## src/fswps_consts.svh

```systemverilog
`ifndef FSWPS_CONSTS_SVH
`define FSWPS_CONSTS_SVH

// ----------------------------------------
// Register offsets
// ----------------------------------------
`define FSWPS_OFS_FREQ_STATUS 8'h2F
`define FSWPS_OFS_FREQ_OVERRIDE 8'h30
`define FSWPS_OFS_PSL_STATUS 8'h32
`define FSWPS_OFS_PHASE_STATUS 8'h33
`define FSWPS_OFS_SECOND_FUNC_A 8'h46
`define FSWPS_OFS_SECOND_FUNC_B 8'h47

// ----------------------------------------
// Field positions and codes
// ----------------------------------------
`define FSWPS_SECOND_FREQ_BIT 5
`define FSWPS_PSL_MIDDLE 2'h0
`define FSWPS_PSL_LOW 2'h1
`define FSWPS_PSL_HIGH 2'h2

// ----------------------------------------
// Reset values
// ----------------------------------------
`define FSWPS_RST_OVERRIDE 5'h00
`define FSWPS_RST_STATUS 4'h0

`endif

```

## src/fswps_pkg.sv

```systemverilog
package fswps_pkg;

  typedef enum logic [1:0] {
    FSWPS_IDLE,
    FSWPS_MEASURE
  } fswps_meas_t;

  // Register access request from the protocol engine
  typedef struct packed {
    logic wr;
    logic [7:0] addr;
    logic [7:0] wdata;
  } fswps_req_t;

  typedef struct packed {
    logic [2:0] en_sync;
    logic [1:0] psl_sync0;
    logic [1:0] psl_sync1;
    logic [7:0] ph_sync0;
    logic [7:0] ph_sync1;
    fswps_meas_t meas;
    logic [3:0] status_code;
    logic [4:0] override_code;
    logic [7:0] second_a;
    logic [7:0] second_b;
    logic [4:0] freq_code;
    logic [1:0] psl_code;
    logic [7:0] rdata;
  } fswps_state_t;

endpackage

```

## src/fswps_regs.sv

```systemverilog
`timescale 1ns/1ps
`include "fswps_consts.svh"

module fswps_regs
  import fswps_pkg::*;
#(
  parameter int PHASES = 8
) (
  input wire logic clk_sys, // 10 MHz system clock
  input wire logic rst_n, // Asynchronous reset, active low
  input wire logic enable_pin, // Controller enable pin
  input wire logic [3:0] resistor_code_in, // Digitised frequency resistor code
  input wire logic psl_mid_in, // Power-saving input at middle level
  input wire logic psl_low_in, // Power-saving input at low level
  input wire logic [PHASES-1:0] phase_en_in, // Phase enabled levels
  input wire fswps_req_t req, // Register access request, sampled only while req_valid is high
  input wire logic req_valid, // Access strobe
  output logic [7:0] rdata, // Read data, valid cycle after strobe
  output logic [4:0] freq_code, // Effective frequency code to the modulator
  output logic [7:0] second_func_mask // Bits set in both select registers
);

  // Elaboration-time refusal of phase counts the status bit map cannot serve
  if (PHASES != 8) begin : g_phase_check
    $error("fswps_regs serves exactly eight phases");
  end

  logic rst_s0_ff;
  logic rst_s1_ff;
  fswps_state_t st_ff;
  fswps_state_t nxt_st;
  logic en_rise;
  logic en_fall;
  logic [7:0] both_sel;
  logic [7:0] sf_mask_ff;
  logic [7:0] nxt_sf_mask;

  // ----------------------------------------
  // Reset release
  // ----------------------------------------
  always_ff @(posedge clk_sys or negedge rst_n) begin
    if (!rst_n) begin
      rst_s0_ff <= 1'b0;
      rst_s1_ff <= 1'b0;
    end else begin
      rst_s0_ff <= 1'b1;
      rst_s1_ff <= rst_s0_ff;
    end
  end

  // ----------------------------------------
  // Next state
  // ----------------------------------------
  // en_sync[1] is the synchronised level; en_sync[2] its delayed copy
  assign en_rise = st_ff.en_sync[1] & ~st_ff.en_sync[2];
  assign en_fall = ~st_ff.en_sync[1] & st_ff.en_sync[2];
  assign both_sel = st_ff.second_a & st_ff.second_b;

  always_comb begin
    nxt_st = st_ff;
    nxt_st.en_sync = {st_ff.en_sync[1:0], enable_pin};
    nxt_st.psl_sync0 = {psl_low_in, psl_mid_in};
    nxt_st.psl_sync1 = st_ff.psl_sync0;
    nxt_st.ph_sync0 = phase_en_in;
    nxt_st.ph_sync1 = st_ff.ph_sync0;
    case (st_ff.meas)
      FSWPS_IDLE: begin
        if (en_rise) begin
          nxt_st.meas = FSWPS_MEASURE;
        end
      end
      FSWPS_MEASURE: begin
        // Resistor code settles one cycle after the enable edge is seen
        nxt_st.status_code = resistor_code_in;
        nxt_st.meas = FSWPS_IDLE;
      end
      default: nxt_st.meas = FSWPS_IDLE;
    endcase
    if (en_rise || en_fall) begin
      nxt_st.second_a = 8'h00;
      nxt_st.second_b = 8'h00;
    end else if (req_valid && req.wr) begin
      case (req.addr)
        `FSWPS_OFS_FREQ_OVERRIDE: nxt_st.override_code = req.wdata[4:0];
        `FSWPS_OFS_SECOND_FUNC_A: nxt_st.second_a = req.wdata;
        `FSWPS_OFS_SECOND_FUNC_B: nxt_st.second_b = req.wdata;
        default: nxt_st.meas = nxt_st.meas;
      endcase
    end
    if (both_sel[`FSWPS_SECOND_FREQ_BIT]) begin
      nxt_st.freq_code = st_ff.override_code;
    end else begin
      nxt_st.freq_code = {st_ff.status_code, 1'b0};
    end
    // Pin sensing gives mid/low flags; neither set means high
    if (st_ff.psl_sync1[0]) begin
      nxt_st.psl_code = `FSWPS_PSL_MIDDLE;
    end else if (st_ff.psl_sync1[1]) begin
      nxt_st.psl_code = `FSWPS_PSL_LOW;
    end else begin
      nxt_st.psl_code = `FSWPS_PSL_HIGH;
    end
    nxt_st.rdata = 8'h00;
    if (req_valid && !req.wr) begin
      case (req.addr)
        `FSWPS_OFS_FREQ_STATUS: nxt_st.rdata = {4'h0, st_ff.status_code};
        `FSWPS_OFS_FREQ_OVERRIDE: nxt_st.rdata = {3'h0, st_ff.override_code};
        `FSWPS_OFS_PSL_STATUS: nxt_st.rdata = {6'h00, st_ff.psl_code};
        `FSWPS_OFS_PHASE_STATUS: nxt_st.rdata = st_ff.ph_sync1;
        `FSWPS_OFS_SECOND_FUNC_A: nxt_st.rdata = st_ff.second_a;
        `FSWPS_OFS_SECOND_FUNC_B: nxt_st.rdata = st_ff.second_b;
        default: nxt_st.rdata = 8'h00;
      endcase
    end
    nxt_sf_mask = both_sel;
  end

  // ----------------------------------------
  // State register
  // ----------------------------------------
  always_ff @(posedge clk_sys or negedge rst_s1_ff) begin
    if (!rst_s1_ff) begin
      st_ff <= '0;
      sf_mask_ff <= 8'h00;
    end else begin
      st_ff <= nxt_st;
      sf_mask_ff <= nxt_sf_mask;
    end
  end

  assign rdata = st_ff.rdata;
  assign freq_code = st_ff.freq_code;
  assign second_func_mask = sf_mask_ff;
endmodule

```

## config.mk

```make
export PLATFORM = sky130hd
export DESIGN_NAME = fswps_regs
export DESIGN_NICKNAME = d
export VERILOG_FILES = /design/src/fswps_pkg.sv /design/src/fswps_regs.sv
export VERILOG_INCLUDE_DIRS = /design/src /design/src/src
export SDC_FILE = /design/constraint.sdc
export NUM_CORES = 1
export LEC_CHECK = 0
export BUFFER_PORTS_ARGS = -buffer_cell sky130_fd_sc_hd__buf_2
export CAP_MARGIN = 20
export CORE_MARGIN = 3
export CORE_UTILIZATION = 25
export CTS_CLUSTER_SIZE = 8
export DETAILED_ROUTE_END_ITERATION = 8
export MAX_ROUTING_LAYER = met4
export SETUP_SLACK_MARGIN = 0.02
export SLEW_MARGIN = 30
export SYNTH_ARGS = -nofsm -noshare
export SYNTH_HDL_FRONTEND = slang
export SYNTH_SLANG_ARGS = --single-unit
```

## constraint.sdc

```tcl
create_clock -name clk_sys -period 4.3 [get_ports clk_sys]
set_input_delay 0.43 -clock clk_sys [delete_from_list [all_inputs] [get_ports clk_sys]]
set_output_delay 0.43 -clock clk_sys [all_outputs]
set_load 0.005 [all_outputs]
```

==> impl_metrics.yaml, run 1 <==
place:
  port_buffers: 55
  gp_congestion: 0.857
  placed_cells: 386
  place_ws_ns: 1.87
  hpwl_um: 4360
routing:
  vias: 1731
  drcViolationCount: 0
  wl_um: 6110
  wl_per_cell_um: 15.1
  via_per_inst: 4.28
  firstDrtPassIters: 5
  drt_first_iter_violations: 111
  detail-route-antenna-nets: 0
timing:
  rsz0062_at_grt: "false"
  hold_viol: 0
  min_period_ns: 2.08
  worstMarginPinSlew_ns: 0.775
  slew_violations: 0
  post-route-period-util_pct: 48.3
  max_slew_margin_pct: 48.0
  fin_setup_tns_ns: 0
  finalWorstSetupSlack_ns: 2.22
  setup_viol: 0
  clock_skew_ns: 0.00527
  fmax_mhz: 481
grt:
  grt_pass1_wl_um: 9590
  gr-total-overflow: 0
  grt_usage_pct: 10.2
  antenna_found_initial: 2
  grt_pass1_vias: 1776
  grt_max_degree: 41
worst_setup_path:
  cp.arrival_ns: 2.29
  startpoint_type: "input port"
  worstPathMaxFanout: 8
  cp_slowest_stage_delay_ns: 0.73
  timing.setup.critical_path_class: "in -> reg"
  cpLargestDelayFamily: "simple AND/OR/NAND/NOR gates"
  slowest_stage: "nor4_4"
  end_kind: "flip-flop"
  cp.required_ns: 4.51
  path_buf_inv: 1
  worstPathCellList: "buf_2 -> or4b_1 -> nor4_4 -> mux2i_1 -> nor2b_1"
layout:
  multiInputGateArea_um2: 913
  seq_area_um2: 1850
  final_nets: 294
  num-fill-cells: 1127
  layout-drive-gt1-share_pct: 36.3
  layoutNonFillerInstCount: 404
  syn2layout_area_growth_pct: 22.2
  fin_util_pct: 31.9
clocking:
  ctsHtreeMaxLevel: 3
  cts_tree: "done"
  cts_setup_buffers: 0
  cts_num_sinks: 74
  cts.repair.resized: 0
  max-clock-path-buffers: 2
  cts_hold_buf: 1
  clockRootBuffer: "clkbuf_16"
  clk_pin_slew_worst_paths_ns: 0.06
  insertion_delay_ns: 0.32
  numCtsBuffers: 9
floorplan:
  core_area_um2: 11100
  die_width_um: 114
  start_util_pct: 26.1
  num_rows: 38
  die-area_um2: 12900
  pin_count: 56
  die_y_um: 114
synthesis:
  ys_seq_elements: 74
  ys_warn_count: 0
  syn_avg_cell_area_um2: 14.1
  ys_seq_area_share_pct: 63.9
  synth_area_leader_cell: "dfrtp_1"
  synth_top_area_share_pct: 63.9
  syn_area_um2: 2900
  synth.area.top_cells: "dfrtp_1 64%, mux2_2 7.4%, mux2i_1 5.5%, nor2b_1 4.5%, buf_4 3.4%"
  syn_inst: 206
  ys_types: 34
  synth.net_count: 242
pwr:
  power.density_nw_per_um2: 427
  power.leakage_nw: 1.62
  ir_worst_vdd_mv: 0.224
job:
  maxCapViolations: 0
run_status:
  status: "complete, no violations"
hold_path:
  hp-class: "in -> reg"
-- synth_stat cells, drive strengths merged --
library cell   n
and2           8
nand2          3
nand3          2
clkbuf         3
nor4b          1
nand4bb        1
inv            3
a32oi          1
nand2b         1
nor2           9
ha             1
a222oi         4
nor3           3
mux2          19
nor4bb         1
mux2i         16
and3           3
a21oi          2
conb           1
nand3b         1
a22o           6
o2bb2a         1
nor2b         21
buf           14
or4b           1
dfrtp         74
o21a           1
nor4           1
o311ai         1
nand4b         1
a22oi          2
-- path summary, 6_finish.rpt --
| path | startpoint | cells past startpoint | endpoint | slack, ns |
|---|---|---|---|---|
| max in group asynchronous | rst_s1_ff$_DFF_PN0_ | 1 | st_ff[18]$_DFFE_PN0P_ | 3.01 |
| max reg2reg | nxt_st[64]$_DFF_PN0_ | 4 | st_ff[34]$_DFFE_PN0P_ | 2.33 |
| max | req[11] | 5 | st_ff[30]$_DFFE_PN0P_ | 2.22 |
| min | phase_en_in[2] | 1 | nxt_st[44]$_DFF_PN0_ | 0.21 |
| min reg2reg | rst_s1_ff$_DFF_PN0_ | 0 | st_ff[46]$_DFF_PN0_ | 0.32 |
| min in group asynchronous | rst_s1_ff$_DFF_PN0_ | 0 | st_ff[46]$_DFF_PN0_ | 0.32 |
-- per-stage QoR --
stage                     hold slack (ns)  instance area (um^2)  total power [mW]
after floorplan                     0.134                  2900             0.800
after global placement              0.219                  3240             0.837
after detailed placement            0.219                  3240             0.839
after CTS                           0.196                  3530              1.53
after global routing                0.189                  3540              1.58
final                               0.209                  3540              1.51
-- cell type report --
cell class	instances	share of cell area, %
clock inverters	4	0.778
inverters	3	0.318
flip-flops and latches	74	52.4
clock buffers	11	7.14
diodes	2	0.141
well taps	140	4.95
repair buffers	58	8.49
multi-input cells	112	25.8
-- placed cells by master, fill, tap and decap left out, types with 2 or more instances in the layout --
master / n
a21oi_1: 2
nor2b_1: 21
and2_1: 8
nand3_1: 2
a22oi_1: 2
buf_4: 2
clkbuf_8: 2
inv_1: 3
clkinvlp_4: 3
dfrtp_1: 73
a222oi_1: 4
a22o_1: 6
diode_2: 2
and3_1: 3
nor2_1: 9
mux2_2: 19
buf_2: 55
nand2_1: 3
mux2i_1: 16
clkbuf_16: 9
-- report_power, final --
group | internal (mW) | switching (mW) | total (mW) | leakage, nW
clock | 0.417 | 0.270 | 0.687 | 0.130
combinational | 0.0404 | 0.0380 | 0.0784 | 0.535
sequential | 0.724 | 0.0206 | 0.745 | 0.954
-- flip-flops by register name, summed over array words and instances (netlist names) --
register,cells
freq_code,5
nxt_st,12
rdata,8
rst_s0_ff,1
rst_s1_ff,1
second_func_mask,8
st_ff,39
-- per-layer routing --
metal / vias up / GRT usage [%] / wire length [um]
met5: - / - / 0
li1: 816 / - / -
met3: 9 / 4.35 / 521
met2: 75 / 14.4 / 2800
met4: 0 / 3.21 / 71
met1: 831 / 13.4 / 2720
-- cell families after synthesis --
family | after synthesis | synth area share (%)
AOI/OAI and AO/OA | 18 | 5.27
adders and majority gates | 1 | 0.432
buffers and inverters | 20 | 4.54
DFF | 74 | 63.9
muxes | 35 | 12.9
other | 1 | 0.129
and+or+nand+nor | 57 | 12.8
No activity file was read; power rests on OpenSTA's default activity.
==> run 2: changes to the inputs <==
==> constraint.sdc (replaced) <==
create_clock -name clk_sys -period 1.86 [get_ports clk_sys]
set_input_delay 0.186 -clock clk_sys [delete_from_list [all_inputs] [get_ports clk_sys]]
set_output_delay 0.186 -clock clk_sys [all_outputs]
set_load 0.005 [all_outputs]
==> run 2 against run 1 <==
Effect of this change: worst setup slack worse by 2.0 ns; utilization up 2.0 points; worst hold slack lost 0.12 ns; cell count rose by 4.7%; clock power increased to 2.5 times the previous value; global-route usage increased by 0.43 points; sequential share of layout area down 3.0 points; first-iteration DRC count shrank 1.8%; final area increased by 6.2%; register-to-register slack got worse by 2.1 ns; largest cell class unchanged; largest power group is now clock; highest routed layer unchanged.
==> impl_metrics.yaml, run 2 (same netlist as run 1, synthesis figures left out) <==
floorplan:
  start_util_pct: 26.1
  pin_count: 56
  die_width_um: 114
  die-area_um2: 12900
  num_rows: 38
  core_area_um2: 11100
  die_y_um: 114
worst_setup_path:
  timing.setup.critical_path_class: "reg -> reg"
  worstPathMaxFanout: 5
  end_kind: "flip-flop"
  reg2reg_depth: 4
  startpoint_type: "flip-flop"
  cp.required_ns: 2.07
  cp.arrival_ns: 1.84
routing:
  detail-route-antenna-nets: 0
  firstDrtPassIters: 4
  wl_per_cell_um: 14.7
  wl_um: 6240
  drcViolationCount: 0
  vias: 1835
  via_per_inst: 4.34
  drt_first_iter_violations: 109
place:
  port_buffers: 55
  hpwl_um: 4430
  place_ws_ns: -0.0209
  gp_congestion: 0.832
clocking:
  clockRootBuffer: "clkbuf_16"
  numCtsBuffers: 9
  cts.repair.resized: 0
  insertion_delay_ns: 0.33
  cts_num_sinks: 74
  ctsHtreeMaxLevel: 3
  cts_tree: "done"
  max-clock-path-buffers: 2
  clk_pin_slew_worst_paths_ns: 0.05
layout:
  final_cell_mix: "73 x dfrtp_1, 55 x buf_2, 21 x nor2b_1"
  final_common_cell: "dfrtp_1"
  layout-drive-gt1-share_pct: 36.9
  regMostFlops: "st_ff"
  syn2layout_area_growth_pct: 29.7
  largest_reg_flops: 39
  final_nets: 313
pwr:
  finalPower_mw: 3.68
  power.leakage_nw: 1.74
  ir_worst_vdd_mv: 0.363
  power.density_nw_per_um2: 979
grt:
  busiest_layer: "met2"
  grt_util_met2_pct: 15.3
  grt_max_degree: 58
  grtUsageMet1_pct: 13.7
  grt_usage_pct: 10.7
  antenna_found_initial: 1
  grt_pass1_wl_um: 10000
  grt_pass1_vias: 1892
  gr-total-overflow: 0
  grtUsageMet3_pct: 2.86
timing:
  slew_violations: 0
  finalWorstSetupSlack_ns: 0.233
  hold_viol: 0
  worstMarginPinSlew_ns: 0.496
  clock_skew_ns: 0.00783
  min_period_ns: 1.63
  fmax_mhz: 615
  rsz0062_at_grt: "false"
  post-route-period-util_pct: 87.5
  max_slew_margin_pct: 66.5
  setup_viol: 0
  fin_setup_tns_ns: 0
hold_path:
  hp-class: "in -> reg"
  hold_depth: 2
job:
  maxCapViolations: 0
run_status:
  status: "complete, no violations"
run 2: worst paths after layout:
| check | start | endpoint | slack (ns) |
|---|---|---|---|
| min | resistor_code_in[3] | st_ff[39]$_DFFE_PN0P_ | 0.09 |
| max in group asynchronous | rst_s1_ff$_DFF_PN0_ | freq_code[1]$_DFF_PN0_ | 1.08 |
| min in group asynchronous | rst_s1_ff$_DFF_PN0_ | nxt_st[46]$_DFF_PN0_ | 0.17 |
| min reg2reg | rst_s1_ff$_DFF_PN0_ | nxt_st[46]$_DFF_PN0_ | 0.17 |
| max reg2reg | nxt_st[64]$_DFF_PN0_ | st_ff[33]$_DFFE_PN0P_ | 0.23 |
| max | nxt_st[64]$_DFF_PN0_ | st_ff[33]$_DFFE_PN0P_ | 0.23 |
run 2: area by class of cell:
type	count	area (um^2)
diodes	1	2.50
clock buffers	11	253
clock inverters	5	52.6
fillers	1100	7320
inverters	3	11.3
multi-input cells	112	913
flip-flops and latches	74	1850
well taps	140	175
repair buffers	77	495
run 2: where the power goes:
| part | switching, mW | total (mW) | internal [mW] | leakage [nW] |
|---|---|---|---|---|
| Clock | 0.643 | 1.75 | 1.10 | 0.151 |
| Combinational | 0.102 | 0.217 | 0.115 | 0.630 |
| Sequential | 0.0396 | 1.71 | 1.67 | 0.954 |
run 2: timing repair:
action                    4_1_cts  5_1_grt
buffers inserted                0        0
hold endpoints to repair       13        0
hold buffers                   12        0
run 2: critical path, stage by stage, from the launching register on:
cell     delay (ns)
dfrtp_1        0.38
ha_1           0.34
nor4b_1        0.23
nand2_1        0.23
mux2_2         0.33
run 2: metrics by stage:
| step | cell area, um^2 | instances | utilization [%] | hold WS (ns) |
|---|---|---|---|---|
| floorplan | 2900 | 206 | - | -0.110 |
| global placement | 3330 | 394 | 30.0 | -0.0278 |
| detailed placement | 3330 | 394 | 30.0 | -0.0282 |
| CTS | 3750 | 422 | 33.9 | 0.0801 |
| global route | 3760 | 423 | 33.9 | 0.0912 |
| finish | 3760 | 423 | 33.9 | 0.0935 |
run 2: metal layers:
metal / part of all wire [%] / up-vias
met4: 1.8 / 0
met5: 0 / -
li1: - / 858
met2: 45 / 64
met1: 47 / 904
met3: 6.2 / 9
